<file path="src/pmr_params.svh">
/*
  Constants of the power-mode and reset controller: register indices, field
  positions, reset values and timing counts.
  Assumes a 100 MHz system clock; included by bare name.
*/
`ifndef PMR_PARAMS_SVH
`define PMR_PARAMS_SVH

////////////////////////////////////////////////////////////////////////////////
// Register indices, byte address is four times the index
`define PMR_IDX_RESERVED0     8'h00
`define PMR_IDX_COMMAND       8'h01
`define PMR_IDX_ANTENNA       8'h14
`define PMR_IDX_STATUS        8'h30
`define PMR_IDX_CMDCTL        8'h31

////////////////////////////////////////////////////////////////////////////////
// Field positions
`define PMR_CMD_FIELD_LSB     0
`define PMR_CMD_FIELD_W       4
`define PMR_CMD_SLEEP_BIT     4
`define PMR_ANT_EN1_BIT       0
`define PMR_ANT_EN2_BIT       1
`define PMR_CMDCTL_FINISH_BIT 0
`define PMR_STAT_SLEEP_BIT    0
`define PMR_STAT_WAKE_BIT     1
`define PMR_STAT_TXPD_BIT     2
`define PMR_STAT_READY_BIT    3

////////////////////////////////////////////////////////////////////////////////
// Reset values
`define PMR_CMD_IDLE          4'h0
`define PMR_ANT_RESET         2'h0

////////////////////////////////////////////////////////////////////////////////
// Timing
`define PMR_CLK_PERIOD_NS     10
`define PMR_SPIKE_NS          10
`define PMR_SPIKE_CYC         ((`PMR_SPIKE_NS + `PMR_CLK_PERIOD_NS - 1) / `PMR_CLK_PERIOD_NS)
`define PMR_FILTER_CYC        (`PMR_SPIKE_CYC + 1)
`define PMR_RESET_MIN_NS      100
`define PMR_RESET_MIN_CYC     ((`PMR_RESET_MIN_NS + `PMR_CLK_PERIOD_NS - 1) / `PMR_CLK_PERIOD_NS)
`define PMR_STARTUP_CYC       1024
`define PMR_WAKE_CYC          1024

`endif

</file>
<file path="src/pmr_pkg.sv">
/*
  Types of the power-mode and reset controller.
  Assumes nothing beyond a SystemVerilog compiler.
*/
package pmr_pkg;

  typedef enum logic [4:0] {
    ST_STARTUP = 5'b00001,
    ST_RUN     = 5'b00010,
    ST_SLEEP   = 5'b00100,
    ST_WAKE    = 5'b01000,
    ST_HARD    = 5'b10000
  } pmr_state_t;

  typedef struct packed {
    logic        osc_enable;
    logic        sinks_enable;
    logic        input_clamp;
  } pmr_power_t;

  typedef struct packed {
    logic [3:0]  command;
    logic        sleep;
  } pmr_cmd_t;

endpackage

</file>
<file path="src/pmr_delay.sv">
/*
  Down counter that times the start-up and wake delays.
  Assumes run_i stays high for the whole delay and drops between two delays.
*/
`timescale 1ns/10ps

module pmr_delay #(
  parameter int COUNT = 1024,
  localparam int W    = $clog2(COUNT)
) (
  // Clock and reset
  input  wire logic clk_i,
  input  wire logic rst_i,
  // Control
  input  wire logic run_i,
  output logic      done_o
);

  logic [W-1:0] cnt;

  // Reloaded while idle, so each delay starts full length
  always_ff @(posedge clk_i) begin
    if (rst_i || !run_i) begin
      cnt <= W'(COUNT - 1);
    end else if (cnt != '0) begin
      cnt <= cnt - W'(1);
    end
  end

  assign done_o = run_i && (cnt == '0);

endmodule

</file>
<file path="src/pmr_pin_filter.sv">
/*
  Synchroniser and spike filter for the active-low reset/power-down pin.
  Assumes the pin is asynchronous to clk_i and that a real reset holds the pin
  low for much longer than the filter window.
*/
`timescale 1ns/10ps
`include "pmr_params.svh"

module pmr_pin_filter #(
  parameter int FILTER_CYC = `PMR_FILTER_CYC
) (
  // Clock and reset
  input  wire logic clk_i,
  input  wire logic rst_i,
  // Pin side
  input  wire logic pin_n_i,
  // Filtered result
  output logic      pd_active_o
);

  logic       sync1;
  logic       sync2;
  logic       level_n;
  logic [3:0] run_cnt;

  always_ff @(posedge clk_i) begin
    if (rst_i) begin
      sync1 <= 1'b1;
      sync2 <= 1'b1;
    end else begin
      sync1 <= pin_n_i;
      sync2 <= sync1;
    end
  end

  ////////////////////////////////////////////////////////////////////////////////
  // Level only flips after FILTER_CYC equal samples, so one-sample spikes die
  always_ff @(posedge clk_i) begin
    if (rst_i) begin
      level_n <= 1'b1;
      run_cnt <= 4'h0;
    end else if (sync2 != level_n) begin
      if (run_cnt == 4'(FILTER_CYC - 1)) begin // RL11
        level_n <= sync2;
        run_cnt <= 4'h0;
      end else begin
        run_cnt <= run_cnt + 4'h1;
      end
    end else begin
      run_cnt <= 4'h0;
    end
  end

  assign pd_active_o = ~level_n;
endmodule

</file>
<file path="src/pmr_top.sv">
/*
  Power-mode and reset controller: hard power-down from the reset pin, soft
  power-down from the command register, transmitter power-down from the
  antenna driver enables, start-up delay, and the Wishbone register slave.
  Assumes a classic Wishbone master on clk_i and an asynchronous pin.
*/
// How it works
// RL1 - Pin low: hard power-down, oscillator and sinks off
// RL2 - Hard power-down clamps inputs, freezes outputs
// RL3 - Sleep bit set: soft power-down at once
// RL4 - Soft power-down: inputs work, outputs frozen
// RL5 - Soft power-down keeps all register contents
// RL6 - Sleep clear waits 1024 cycles, bit stays set
// RL7 - Device clears sleep bit on real exit
// RL8 - UART host first sends 55h after wake
// RL9 - Host polls address 0 until ready
// RL10 - Either antenna enable low: drivers off
// RL11 - Reset pulses under 10 ns are ignored
// RL12 - Host holds reset low at least 100 ns
// RL13 - 1024-cycle delay before host accesses accepted
// RL14 - Read/write bits never changed internally
// RL15 - Dynamic bits written by host and hardware
// RL16 - Read-only bits show internal state only
// RL17 - Write-only bits always read as zero
// RL18 - Host leaves reserved registers, writes zero
// RL19 - Host leaves test bits unchanged
// RL20 - Command register sits at index 01h
// RL21 - Pin release restarts from reset, then delay
`timescale 1ns/10ps
`include "pmr_params.svh"

module pmr_top #(
  parameter int STARTUP_CYC = `PMR_STARTUP_CYC,
  parameter int WAKE_CYC    = `PMR_WAKE_CYC
) (
  // Clock and reset
  input  wire logic        clk_i,
  input  wire logic        rst_i,
  // Reset/power-down pin
  input  wire logic        reset_sleep_request_bit_n_i,
  // Wishbone slave
  input  wire logic        wb_cyc_i,
  input  wire logic        wb_stb_i,
  input  wire logic        wb_we_i,
  input  wire logic [9:0]  wb_adr_i,
  input  wire logic [3:0]  wb_sel_i,
  input  wire logic [31:0] wb_dat_i,
  output logic      [31:0] wb_dat_o,
  output logic             wb_ack_o,
  // Power controls
  output logic             osc_enable_o,
  output logic             sinks_enable_o,
  output logic             input_clamp_o,
  // Device pins and status
  output logic             antenna_drive_o,
  output logic             device_ready_o,
  output logic      [3:0]  command_o
);

  pmr_pkg::pmr_state_t state;
  pmr_pkg::pmr_state_t next_state;
  pmr_pkg::pmr_cmd_t   cmd_reg;
  pmr_pkg::pmr_power_t power;
  pmr_pkg::pmr_power_t next_power;
  logic [1:0]          antenna_driver_control;
  logic                pd_active;
  logic                delay_run;
  logic                delay_done;
  logic                start_done;
  logic                wake_done;
  logic                accepting;
  logic                req_take;
  logic                wr_take;
  logic [7:0]          idx;
  logic                wr_cmd;
  logic                wr_ant;
  logic                finish_take;
  logic                sleep_set;
  logic                sleep_clr;
  logic                reg_clr;
  logic                tx_pd;
  logic [31:0]         next_rdata;
  logic [10:0]         phase_cnt;

  function automatic logic reg_hit(input logic [9:0] adr, input logic [7:0] target);
    reg_hit = (adr[9:2] == target) && (adr[1:0] == 2'h0);
  endfunction

  ////////////////////////////////////////////////////////////////////////////////
  // Pin filter and delay timers
  pmr_pin_filter u_filter (
    .clk_i       (clk_i),
    .rst_i       (rst_i),
    .pin_n_i     (reset_sleep_request_bit_n_i),
    .pd_active_o (pd_active)
  );

  // Start-up and wake never overlap, but lengths may differ
  pmr_delay #(.COUNT(STARTUP_CYC)) u_start (
    .clk_i  (clk_i),
    .rst_i  (rst_i),
    .run_i  (state == pmr_pkg::ST_STARTUP),
    .done_o (start_done)
  );

  pmr_delay #(.COUNT(WAKE_CYC)) u_wake (
    .clk_i  (clk_i),
    .rst_i  (rst_i),
    .run_i  (state == pmr_pkg::ST_WAKE),
    .done_o (wake_done)
  );

  assign delay_run  = (state == pmr_pkg::ST_STARTUP) || (state == pmr_pkg::ST_WAKE);
  assign delay_done = delay_run && (start_done || wake_done);

  ////////////////////////////////////////////////////////////////////////////////
  // Bus decode
  // No answer while starting or in hard power-down; the master simply waits
  assign accepting   = (state == pmr_pkg::ST_RUN) || (state == pmr_pkg::ST_SLEEP) ||
                       (state == pmr_pkg::ST_WAKE); // RL13
  assign req_take    = wb_cyc_i && wb_stb_i && !wb_ack_o && accepting && !pd_active;
  assign wr_take     = req_take && wb_we_i && wb_sel_i[0];
  assign idx         = wb_adr_i[9:2];
  assign wr_cmd      = wr_take && reg_hit(wb_adr_i, `PMR_IDX_COMMAND); // RL20
  assign wr_ant      = wr_take && reg_hit(wb_adr_i, `PMR_IDX_ANTENNA);
  assign finish_take = wr_take && reg_hit(wb_adr_i, `PMR_IDX_CMDCTL) && wb_dat_i[`PMR_CMDCTL_FINISH_BIT];
  assign sleep_set   = wr_cmd && wb_dat_i[`PMR_CMD_SLEEP_BIT];
  assign sleep_clr   = wr_cmd && !wb_dat_i[`PMR_CMD_SLEEP_BIT];
  assign reg_clr     = rst_i || (state == pmr_pkg::ST_HARD); // RL21 RL5
  assign tx_pd       = !(antenna_driver_control[`PMR_ANT_EN1_BIT] && antenna_driver_control[`PMR_ANT_EN2_BIT]);

  ////////////////////////////////////////////////////////////////////////////////
  // Power state machine
  always_comb begin
    next_state = state;
    if (pd_active) begin
      next_state = pmr_pkg::ST_HARD; // RL1
    end else begin
      case (state)
        pmr_pkg::ST_HARD: next_state = pmr_pkg::ST_STARTUP; // RL21
        pmr_pkg::ST_STARTUP: begin
          if (delay_done) begin
            next_state = pmr_pkg::ST_RUN; // RL13
          end
        end
        pmr_pkg::ST_RUN: begin
          if (sleep_set) begin
            next_state = pmr_pkg::ST_SLEEP; // RL3
          end
        end
        pmr_pkg::ST_SLEEP: begin
          if (sleep_clr) begin
            next_state = pmr_pkg::ST_WAKE; // RL6
          end
        end
        pmr_pkg::ST_WAKE: begin
          if (sleep_set) begin
            next_state = pmr_pkg::ST_SLEEP;
          end else if (delay_done) begin
            next_state = pmr_pkg::ST_RUN; // RL6
          end
        end
        default: next_state = pmr_pkg::ST_STARTUP;
      endcase
    end
  end

  always_ff @(posedge clk_i) begin
    if (rst_i) begin
      state <= pmr_pkg::ST_STARTUP;
    end else begin
      state <= next_state;
    end
  end

  ////////////////////////////////////////////////////////////////////////////////
  // Command register: dynamic command field and sleep bit
  always_ff @(posedge clk_i) begin
    if (reg_clr) begin
      cmd_reg.command <= `PMR_CMD_IDLE;
    end else if (wr_cmd) begin
      cmd_reg.command <= wb_dat_i[`PMR_CMD_FIELD_LSB +: `PMR_CMD_FIELD_W]; // RL15
    end else if (finish_take) begin
      cmd_reg.command <= `PMR_CMD_IDLE; // RL15
    end
  end

  // A host write of 0 never clears the bit; a host set beats the exit clear
  always_ff @(posedge clk_i) begin
    if (reg_clr) begin
      cmd_reg.sleep <= 1'b0;
    end else if (sleep_set) begin
      cmd_reg.sleep <= 1'b1; // RL3
    end else if (state == pmr_pkg::ST_WAKE && delay_done) begin
      cmd_reg.sleep <= 1'b0; // RL7
    end
  end

  // Host-only control bits, kept through soft power-down
  always_ff @(posedge clk_i) begin
    if (reg_clr) begin
      antenna_driver_control <= `PMR_ANT_RESET;
    end else if (wr_ant) begin
      antenna_driver_control <= wb_dat_i[1:0]; // RL14
    end
  end

  ////////////////////////////////////////////////////////////////////////////////
  // Read data and acknowledge
  always_comb begin
    next_rdata = 32'h0;
    if (reg_hit(wb_adr_i, `PMR_IDX_COMMAND)) begin
      next_rdata[`PMR_CMD_FIELD_LSB +: `PMR_CMD_FIELD_W] = cmd_reg.command;
      next_rdata[`PMR_CMD_SLEEP_BIT] = cmd_reg.sleep; // RL6
    end else if (reg_hit(wb_adr_i, `PMR_IDX_ANTENNA)) begin
      next_rdata[1:0] = antenna_driver_control;
    end else if (reg_hit(wb_adr_i, `PMR_IDX_STATUS)) begin
      next_rdata[`PMR_STAT_SLEEP_BIT] = (state == pmr_pkg::ST_SLEEP); // RL16
      next_rdata[`PMR_STAT_WAKE_BIT]  = (state == pmr_pkg::ST_WAKE);
      next_rdata[`PMR_STAT_TXPD_BIT]  = tx_pd;
      next_rdata[`PMR_STAT_READY_BIT] = (state == pmr_pkg::ST_RUN);
    end else begin
      next_rdata = 32'h0; // RL17
    end
  end

  always_ff @(posedge clk_i) begin
    if (rst_i) begin
      wb_ack_o <= 1'b0;
      wb_dat_o <= 32'h0;
    end else begin
      wb_ack_o <= req_take;
      if (req_take && !wb_we_i) begin
        wb_dat_o <= next_rdata;
      end
    end
  end

  ////////////////////////////////////////////////////////////////////////////////
  // Power controls follow the next state so they line up with it
  always_comb begin
    next_power.osc_enable   = !(next_state == pmr_pkg::ST_HARD || next_state == pmr_pkg::ST_SLEEP); // RL1 RL3
    next_power.sinks_enable = next_power.osc_enable;
    next_power.input_clamp  = (next_state == pmr_pkg::ST_HARD); // RL2
  end

  always_ff @(posedge clk_i) begin
    if (rst_i) begin
      power <= '{osc_enable: 1'b1, sinks_enable: 1'b1, input_clamp: 1'b0};
    end else begin
      power <= next_power;
    end
  end

  assign osc_enable_o   = power.osc_enable;
  assign sinks_enable_o = power.sinks_enable;
  assign input_clamp_o  = power.input_clamp;

  // Pins hold through any power-down and through the wake delay
  always_ff @(posedge clk_i) begin
    if (rst_i) begin
      antenna_drive_o <= 1'b0;
      device_ready_o  <= 1'b0;
      command_o       <= `PMR_CMD_IDLE;
    end else if (next_state == pmr_pkg::ST_RUN || next_state == pmr_pkg::ST_STARTUP) begin // RL2 RL4
      antenna_drive_o <= (next_state == pmr_pkg::ST_RUN) && !tx_pd; // RL10
      device_ready_o  <= (next_state == pmr_pkg::ST_RUN);
      command_o       <= cmd_reg.command;
    end
  end

  ////////////////////////////////////////////////////////////////////////////////
  // Checks
  always_ff @(posedge clk_i) begin
    if (rst_i || next_state != state) begin
      phase_cnt <= 11'h000;
    end else if (phase_cnt != 11'h7FF) begin
      phase_cnt <= phase_cnt + 11'h001;
    end
  end
endmodule
</file>
<file path="config.mk">
export PLATFORM = sky130hd
export DESIGN_NAME = pmr_top
export DESIGN_NICKNAME = d
export VERILOG_FILES = /design/src/pmr_pkg.sv /design/src/pmr_delay.sv /design/src/pmr_pin_filter.sv /design/src/pmr_top.sv
export VERILOG_INCLUDE_DIRS = /design/src
export SDC_FILE = /design/constraint.sdc
export NUM_CORES = 1
export LEC_CHECK = 0
export ABC_AREA = 1
export BUFFER_PORTS_ARGS = -buffer_cell sky130_fd_sc_hd__clkbuf_2
export CAP_MARGIN = 5
export CORE_MARGIN = 2
export CORE_UTILIZATION = 50
export CTS_CLUSTER_DIAMETER = 50
export DETAILED_ROUTE_END_ITERATION = 7
export GPL_ROUTABILITY_DRIVEN = 0
export PLACE_DENSITY = 0.85
export SYNTH_ARGS = -nofsm -noshare
export SYNTH_HDL_FRONTEND = slang
export SYNTH_SLANG_ARGS = --single-unit
</file>
<file path="constraint.sdc">
create_clock -name clk_i -period 2.3 [get_ports clk_i]
set_input_delay 0.115 -clock clk_i [delete_from_list [all_inputs] [get_ports clk_i]]
set_output_delay 0.115 -clock clk_i [all_outputs]
set_load 0.02 [all_outputs]
</file>
==> impl_metrics.env, run 1 <==
export IMPL_outcome="complete, no violations"
export IMPL_yosys_warnings=0
export IMPL_hold_depth=3
export IMPL_reg2reg_depth=13
export IMPL_cts_buffers=5
export IMPL_crit_path_end_kind="flop"
export IMPL_cts_resized=0
export IMPL_p_per_area_nw_per_um2=637.8
export IMPL_grt_usage_pct=18.04
export IMPL_finalPower_mw=1.935
export IMPL_htreeDepth=2
export IMPL_diodes=0
export IMPL_cts_tree="yes"
export IMPL_wire_per_inst_microns=10.71
export IMPL_async_flop_share_pct=0
export IMPL_crit_required_ns=2.50
export IMPL_rows=27
export IMPL_fin_nets=474
export IMPL_p_leak_nw=1.387
export IMPL_ff_latch_area_sq_um=1061
export IMPL_synth_seq_cells=53
export IMPL_r2r_end="command_o[3]"
export IMPL_initial_core_util_pct=50.84
export IMPL_io_pins=94
export IMPL_synth_cells=377
export IMPL_clk_pin_slew_ns=0.10
export IMPL_die_w_microns=78.37
export IMPL_synthAdderAreaFrac_pct=2.715
export IMPL_grt_max_degree=17
export IMPL_hold_viol_final=0
export IMPL_crit_path_max_incr_delay_ns=0.32
export IMPL_hold_slack_ns=0.03357
export IMPL_slew_headroom_pct=59.43
export IMPL_dieArea_sq_um=6141
export IMPL_synth_ff_type="dfxtp_1"
export IMPL_cpMaxStageDelayCell="dfxtp_1"
export IMPL_reg_top3="u_start.cnt (10), u_wake.cnt (10)"
export IMPL_yosys_area_top_type="dfxtp_1"
export IMPL_vias=2400
export IMPL_synth_top_family_by_area="simple AND/OR/NAND/NOR gates"
export IMPL_final_util_pct=55.79
export IMPL_vias_per_cell=4.908
export IMPL_r2r_slack_ns=0.39
export IMPL_area_delta_synth_final_pct=9.729
export IMPL_cts_root_buf="clkbuf_8"
export IMPL_drtAntennaViolNets=0
export IMPL_synth_edf_count=0
export IMPL_rsz0062_at_grt="false"
export IMPL_timing_critical_path_mode_cell="nand2_1"
export IMPL_die_h_microns=78.37
export IMPL_grt_pass1_wl_microns=9142
export IMPL_clockBufferDepth=2
export IMPL_cts_sinks=53
export IMPL_first_pass_iters=4
export IMPL_min_from="wb_dat_i[2]"
export IMPL_setup_violations=0
export IMPL_synth_compound_area_share_pct=10.14
export IMPL_drc=0
export IMPL_tns_ns=0
export IMPL_arrival_ns=2.10
export IMPL_antenna_found_initial=0
export IMPL_finalWirelength_microns=5237
export IMPL_multi_input_comb_area_sq_um=1381
export IMPL_skew_ns=0.01309
export IMPL_grt_ovfl_total=0
export IMPL_drt_iter0_drc=154
export IMPL_path_cells="inv_1, ha_1, nand3_1, nor2_2, nand2_1, nand2_1, inv_2, nand2_1, nand3_1, nand3_2, nand2_2, a21oi_1, nor2_1"
export IMPL_synth_area_per_cell_sq_um=7.335
export IMPL_holdPathEnd="cmd_reg[3]"
export IMPL_ys_types=34
export IMPL_synth_simple_area_share_pct=31.22
export IMPL_min_period_over_period_pct=82.90
export IMPL_synthesis_area_sq_um=2765
export IMPL_port_buffers=36
export IMPL_hold_class="in2reg"
export IMPL_synth_top_area_share_pct=38.37
export IMPL_dp_hpwl_microns=4096
export IMPL_synthXorXnorAreaFrac_pct=2.217
export IMPL_tightest_slew_ns=0.6064
export IMPL_fp_coreArea_sq_um=5439
export IMPL_drive_gt1_share_pct=17.27
export IMPL_start_kind="flop"
export IMPL_grt_pass1_vias=2192
export IMPL_fin_crit_ns=1.907
export IMPL_fmax_mhz=524.5
export IMPL_critPathKind="reg2reg"
export IMPL_drv_slew=0
export IMPL_final_fill_count=530
export IMPL_synth_mux_area_share_pct=0
export IMPL_r2r_start="u_start.cnt[0]"
export IMPL_drv_cap=0
export IMPL_vdd_drop_max_mv=0.3254
export IMPL_yosysSeqAreaShare_pct=38.37
export IMPL_yosys_top_cells_area="dfxtp_1 38%, nand2_1 8.8%, buf_4 7.9%"
export IMPL_clkLatencyLatePin_ns=0.30
export IMPL_critPathMaxFanout=11
-- layout by cell type, fill, tap and decap left out, types with 2 or more instances in the layout --
cell type  count
nand2_1       65
dfxtp_1       53
nor2_1        45
inv_1         44
clkbuf_2      36
nand3_1       33
conb_1        27
o21ai_0       19
a21oi_1       17
nor2_2         7
nand4_1        7
o211ai_1       7
xor2_1         6
ha_1           6
clkbuf_8       6
nor3_1         5
inv_2          5
nand3_2        4
a31oi_1        4
nand2_2        2
or2_2          2
nand3b_1       2
-- where the power goes --
part	switching, mW	internal (mW)
Sequential	0.0238	0.955
Combinational	0.213	0.0969
Clock	0.293	0.354
-- metal layers --
metal  track usage, %  vias up  routed length (microns)  share of wire, %
met5                0        -                        0                 0
met1            22.88     1093                     2399                46
met4            4.386        0                       55               1.1
met3            3.333        6                      235               4.5
li1                 -     1241                        -                 -
met2            31.72       60                     2546                49
-- cells by family (layout without fill, tap and decap cells) --
group / Yosys count / in the layout
compound gates: 50 / 50
xor+xnor: 7 / 7
fa+ha+maj: 6 / 6
buf+inv: 81 / 95
flops: 53 / 53
other cells: 1 / 27
simple gates: 179 / 179
-- cells in the mapped netlist, drive strengths merged (6+ instances only) --
master,count
nor2,54
a21oi,18
ha,6
buf,30
dfxtp,53
o21ai,20
o211ai,7
nand2,68
nand3,38
xor2,6
nor3,7
nand4,7
inv,49
-- per-stage QoR --
stage	cell area, sq um	setup slack (ns)	instances
after floorplan	2863	0.6520	403
after global placement	2904	0.5228	480
after detailed placement	2904	0.4554	480
after CTS	3034	0.4146	489
after global routing	3034	0.2204	489
final	3034	0.3933	489
-- critical path: cells and delay by family, from the launching register on --
family | cells | cell delay (ns)
buffers and inverters | 2 | 0.18
and+or+nand+nor | 9 | 0.90
DFF | 1 | 0.32
adders and majority gates | 1 | 0.19
AOI/OAI and AO/OA | 1 | 0.22
-- worst max path at each step --
| stage | from | endpoint | depth (start not counted) |
|---|---|---|---|
| finish | u_start.cnt[0] | command_o[3] | 13 |
| global placement | u_start.cnt[0] | command_o[1] | 13 |
| CTS | u_start.cnt[0] | command_o[3] | 13 |
| global route | u_start.cnt[0] | command_o[1] | 13 |
| detailed placement | u_start.cnt[0] | command_o[3] | 13 |
| floorplan | u_start.cnt[0] | command_o[0] | 14 |
-- area by class of cell --
type,instances,share of cell area [%]
Multi-Input combinational cell,269,45.53
Sequential cell,53,34.97
Timing Repair Buffer,38,6.515
Inverter,49,6.062
Tap cell,72,2.969
Clock buffer,6,2.722
Clock inverter,2,1.237
-- timing repair --
item,in CTS,in global routing
hold buffers,1,0
hold endpoints to repair,1,0
setup buffers,0,0
Power figures use the tool's default switching activity.
==> run 2, diff against run 1 <==
==> constraint.sdc (replaced) <==
create_clock -name clk_i -period 1.8 [get_ports clk_i]
set_input_delay 0.09 -clock clk_i [delete_from_list [all_inputs] [get_ports clk_i]]
set_output_delay 0.09 -clock clk_i [all_outputs]
set_load 0.02 [all_outputs]
==> impl_metrics.env, run 2 (synthesized netlist as in run 1, its figures left out) <==
export IMPL_drtAntennaViolNets=0
export IMPL_final_util_pct=60.23
export IMPL_diodes=0
export IMPL_dp_cells=492
export IMPL_wire_per_inst_microns=11.35
export IMPL_die_h_microns=78.37
export IMPL_wl_met3_microns=269
export IMPL_area_delta_synth_final_pct=18.46
export IMPL_postPlaceCellArea_sq_um=2994
export IMPL_fmax_mhz=542.9
export IMPL_drt_iter0_drc=183
export IMPL_finalWirelength_microns=5731
export IMPL_p_per_area_nw_per_um2=782.4
export IMPL_clk_pin_slew_ns=0.09
export IMPL_tightest_slew_ns=0.4888
export IMPL_initial_core_util_pct=50.84
export IMPL_cts_buffers=5
export IMPL_fin_nets=490
export IMPL_grt_pass1_wl_microns=9473
export IMPL_vias_per_cell=4.935
export IMPL_htreeDepth=2
export IMPL_port_buffers=36
export IMPL_highest_layer="met4"
export IMPL_grt_max_degree=16
export IMPL_p_leak_nw=1.482
export IMPL_fp_coreArea_sq_um=5439
export IMPL_arrival_ns=2.05
export IMPL_clkLatencyLatePin_ns=0.31
export IMPL_finalPower_mw=2.563
export IMPL_critPathMaxFanout=6
export IMPL_antenna_found_initial=0
export IMPL_drv_slew=0
export IMPL_start_kind="flop"
export IMPL_wl_met1_microns=2528
export IMPL_setup_slack_ns=-0.04196
export IMPL_cts_tree="yes"
export IMPL_mostFrequentLayoutCell="nand2_1"
export IMPL_drive_gt1_share_pct=25.64
export IMPL_crit_path_end_kind="flop"
export IMPL_reg_top3="u_start.cnt (10), u_wake.cnt (10)"
export IMPL_drc=0
export IMPL_hold_slack_ns=0.01271
export IMPL_dp_hpwl_microns=4107
export IMPL_cts_sinks=53
export IMPL_cts_root_buf="clkbuf_8"
export IMPL_violations="negative setup slack"
export IMPL_io_pins=94
export IMPL_grt_ovfl_total=0
export IMPL_place_ws_ns=0.02810
export IMPL_mostFrequentLayoutCells="64 x nand2_1, 48 x dfxtp_1, 41 x inv_1, 41 x nor2_1, 36 x clkbuf_2"
export IMPL_rows=27
export IMPL_finalInstanceArea_sq_um=3276
export IMPL_min_period_over_period_pct=102.3
export IMPL_dieArea_sq_um=6141
export IMPL_hold_viol_final=0
export IMPL_drv_cap=0
export IMPL_grt_pass1_vias=2319
export IMPL_tns_ns=-0.06320
export IMPL_final_cells=505
export IMPL_slew_headroom_pct=67.16
export IMPL_vias=2492
export IMPL_skew_ns=0.01018
export IMPL_critPathKind="reg2reg"
export IMPL_first_pass_iters=4
export IMPL_fin_crit_ns=1.842
export IMPL_met2_length_microns=2879
export IMPL_rsz0062_at_grt="true"
export IMPL_grt_usage_pct=18.84
export IMPL_setup_violations=4
export IMPL_clockBufferDepth=2
export IMPL_outcome="complete, but fails checks"
export IMPL_die_w_microns=78.37
export IMPL_vdd_drop_max_mv=0.6993
export IMPL_crit_required_ns=2.01
export IMPL_hold_class="in2reg"
-- run 2: cell count changes in the layout (fill, tap and decap cells not counted), sizes merged --
cell / change
buf: +15
clkinvlp: -1
clkbuf: +1
nand2: +1
-- run 2: critical path, stage by stage (launching register included) --
cell     delay [ns]
dfxtp_4        0.39
inv_1          0.06
nor2_2         0.15
nand3_2        0.14
nand3_4        0.12
nand3_4        0.11
nor2_1         0.13
nand2_1        0.10
nand3_2        0.11
nand3_4        0.09
nand2_4        0.13
nand3_2        0.10
nand2_2        0.08
nor2_2         0.04
-- run 2: layout make-up --
class / count / area, sq um
Multi-Input combinational cell: 270 / 1498
Clock buffer: 7 / 86.33
Inverter: 49 / 188.9
Fill cell: 470 / 2163
Timing Repair Buffer: 53 / 310.3
Clock inverter: 1 / 30.03
Sequential cell: 53 / 1072
Tap cell: 72 / 90.09
-- run 2: worst paths after layout --
kind | slack (ns) | cells after the start | from | end
min | 0.01 | 3 | wb_dat_i[2] | cmd_reg[3]
max reg2reg | -0.04 | 13 | state[2] | command_o[3]
max | -0.04 | 13 | state[2] | command_o[3]
min reg2reg | 0.44 | 1 | u_filter.sync1 | u_filter.sync2
-- run 2: what timing repair did --
item	CTS	global route
resized for setup	2	34
pin swaps	0	11
hold buffers	1	0
setup endpoints to repair	6	11
buffers inserted	0	3
endpoints found under the hold margin	1	0
cloned	0	1
-- run 2: power by group --
part	switching, mW	internal, mW	leakage (nW)
clock	0.374	0.454	0.0585
combinational	0.315	0.170	0.993
sequential	0.0318	1.22	0.431
-- run 2: routing by layer --
layer / track usage (%) / vias up
met5: 0 / -
met4: 6.140 / 0
met3: 4.253 / 7
met2: 32.76 / 59
met1: 23.08 / 1151
li1: - / 1275
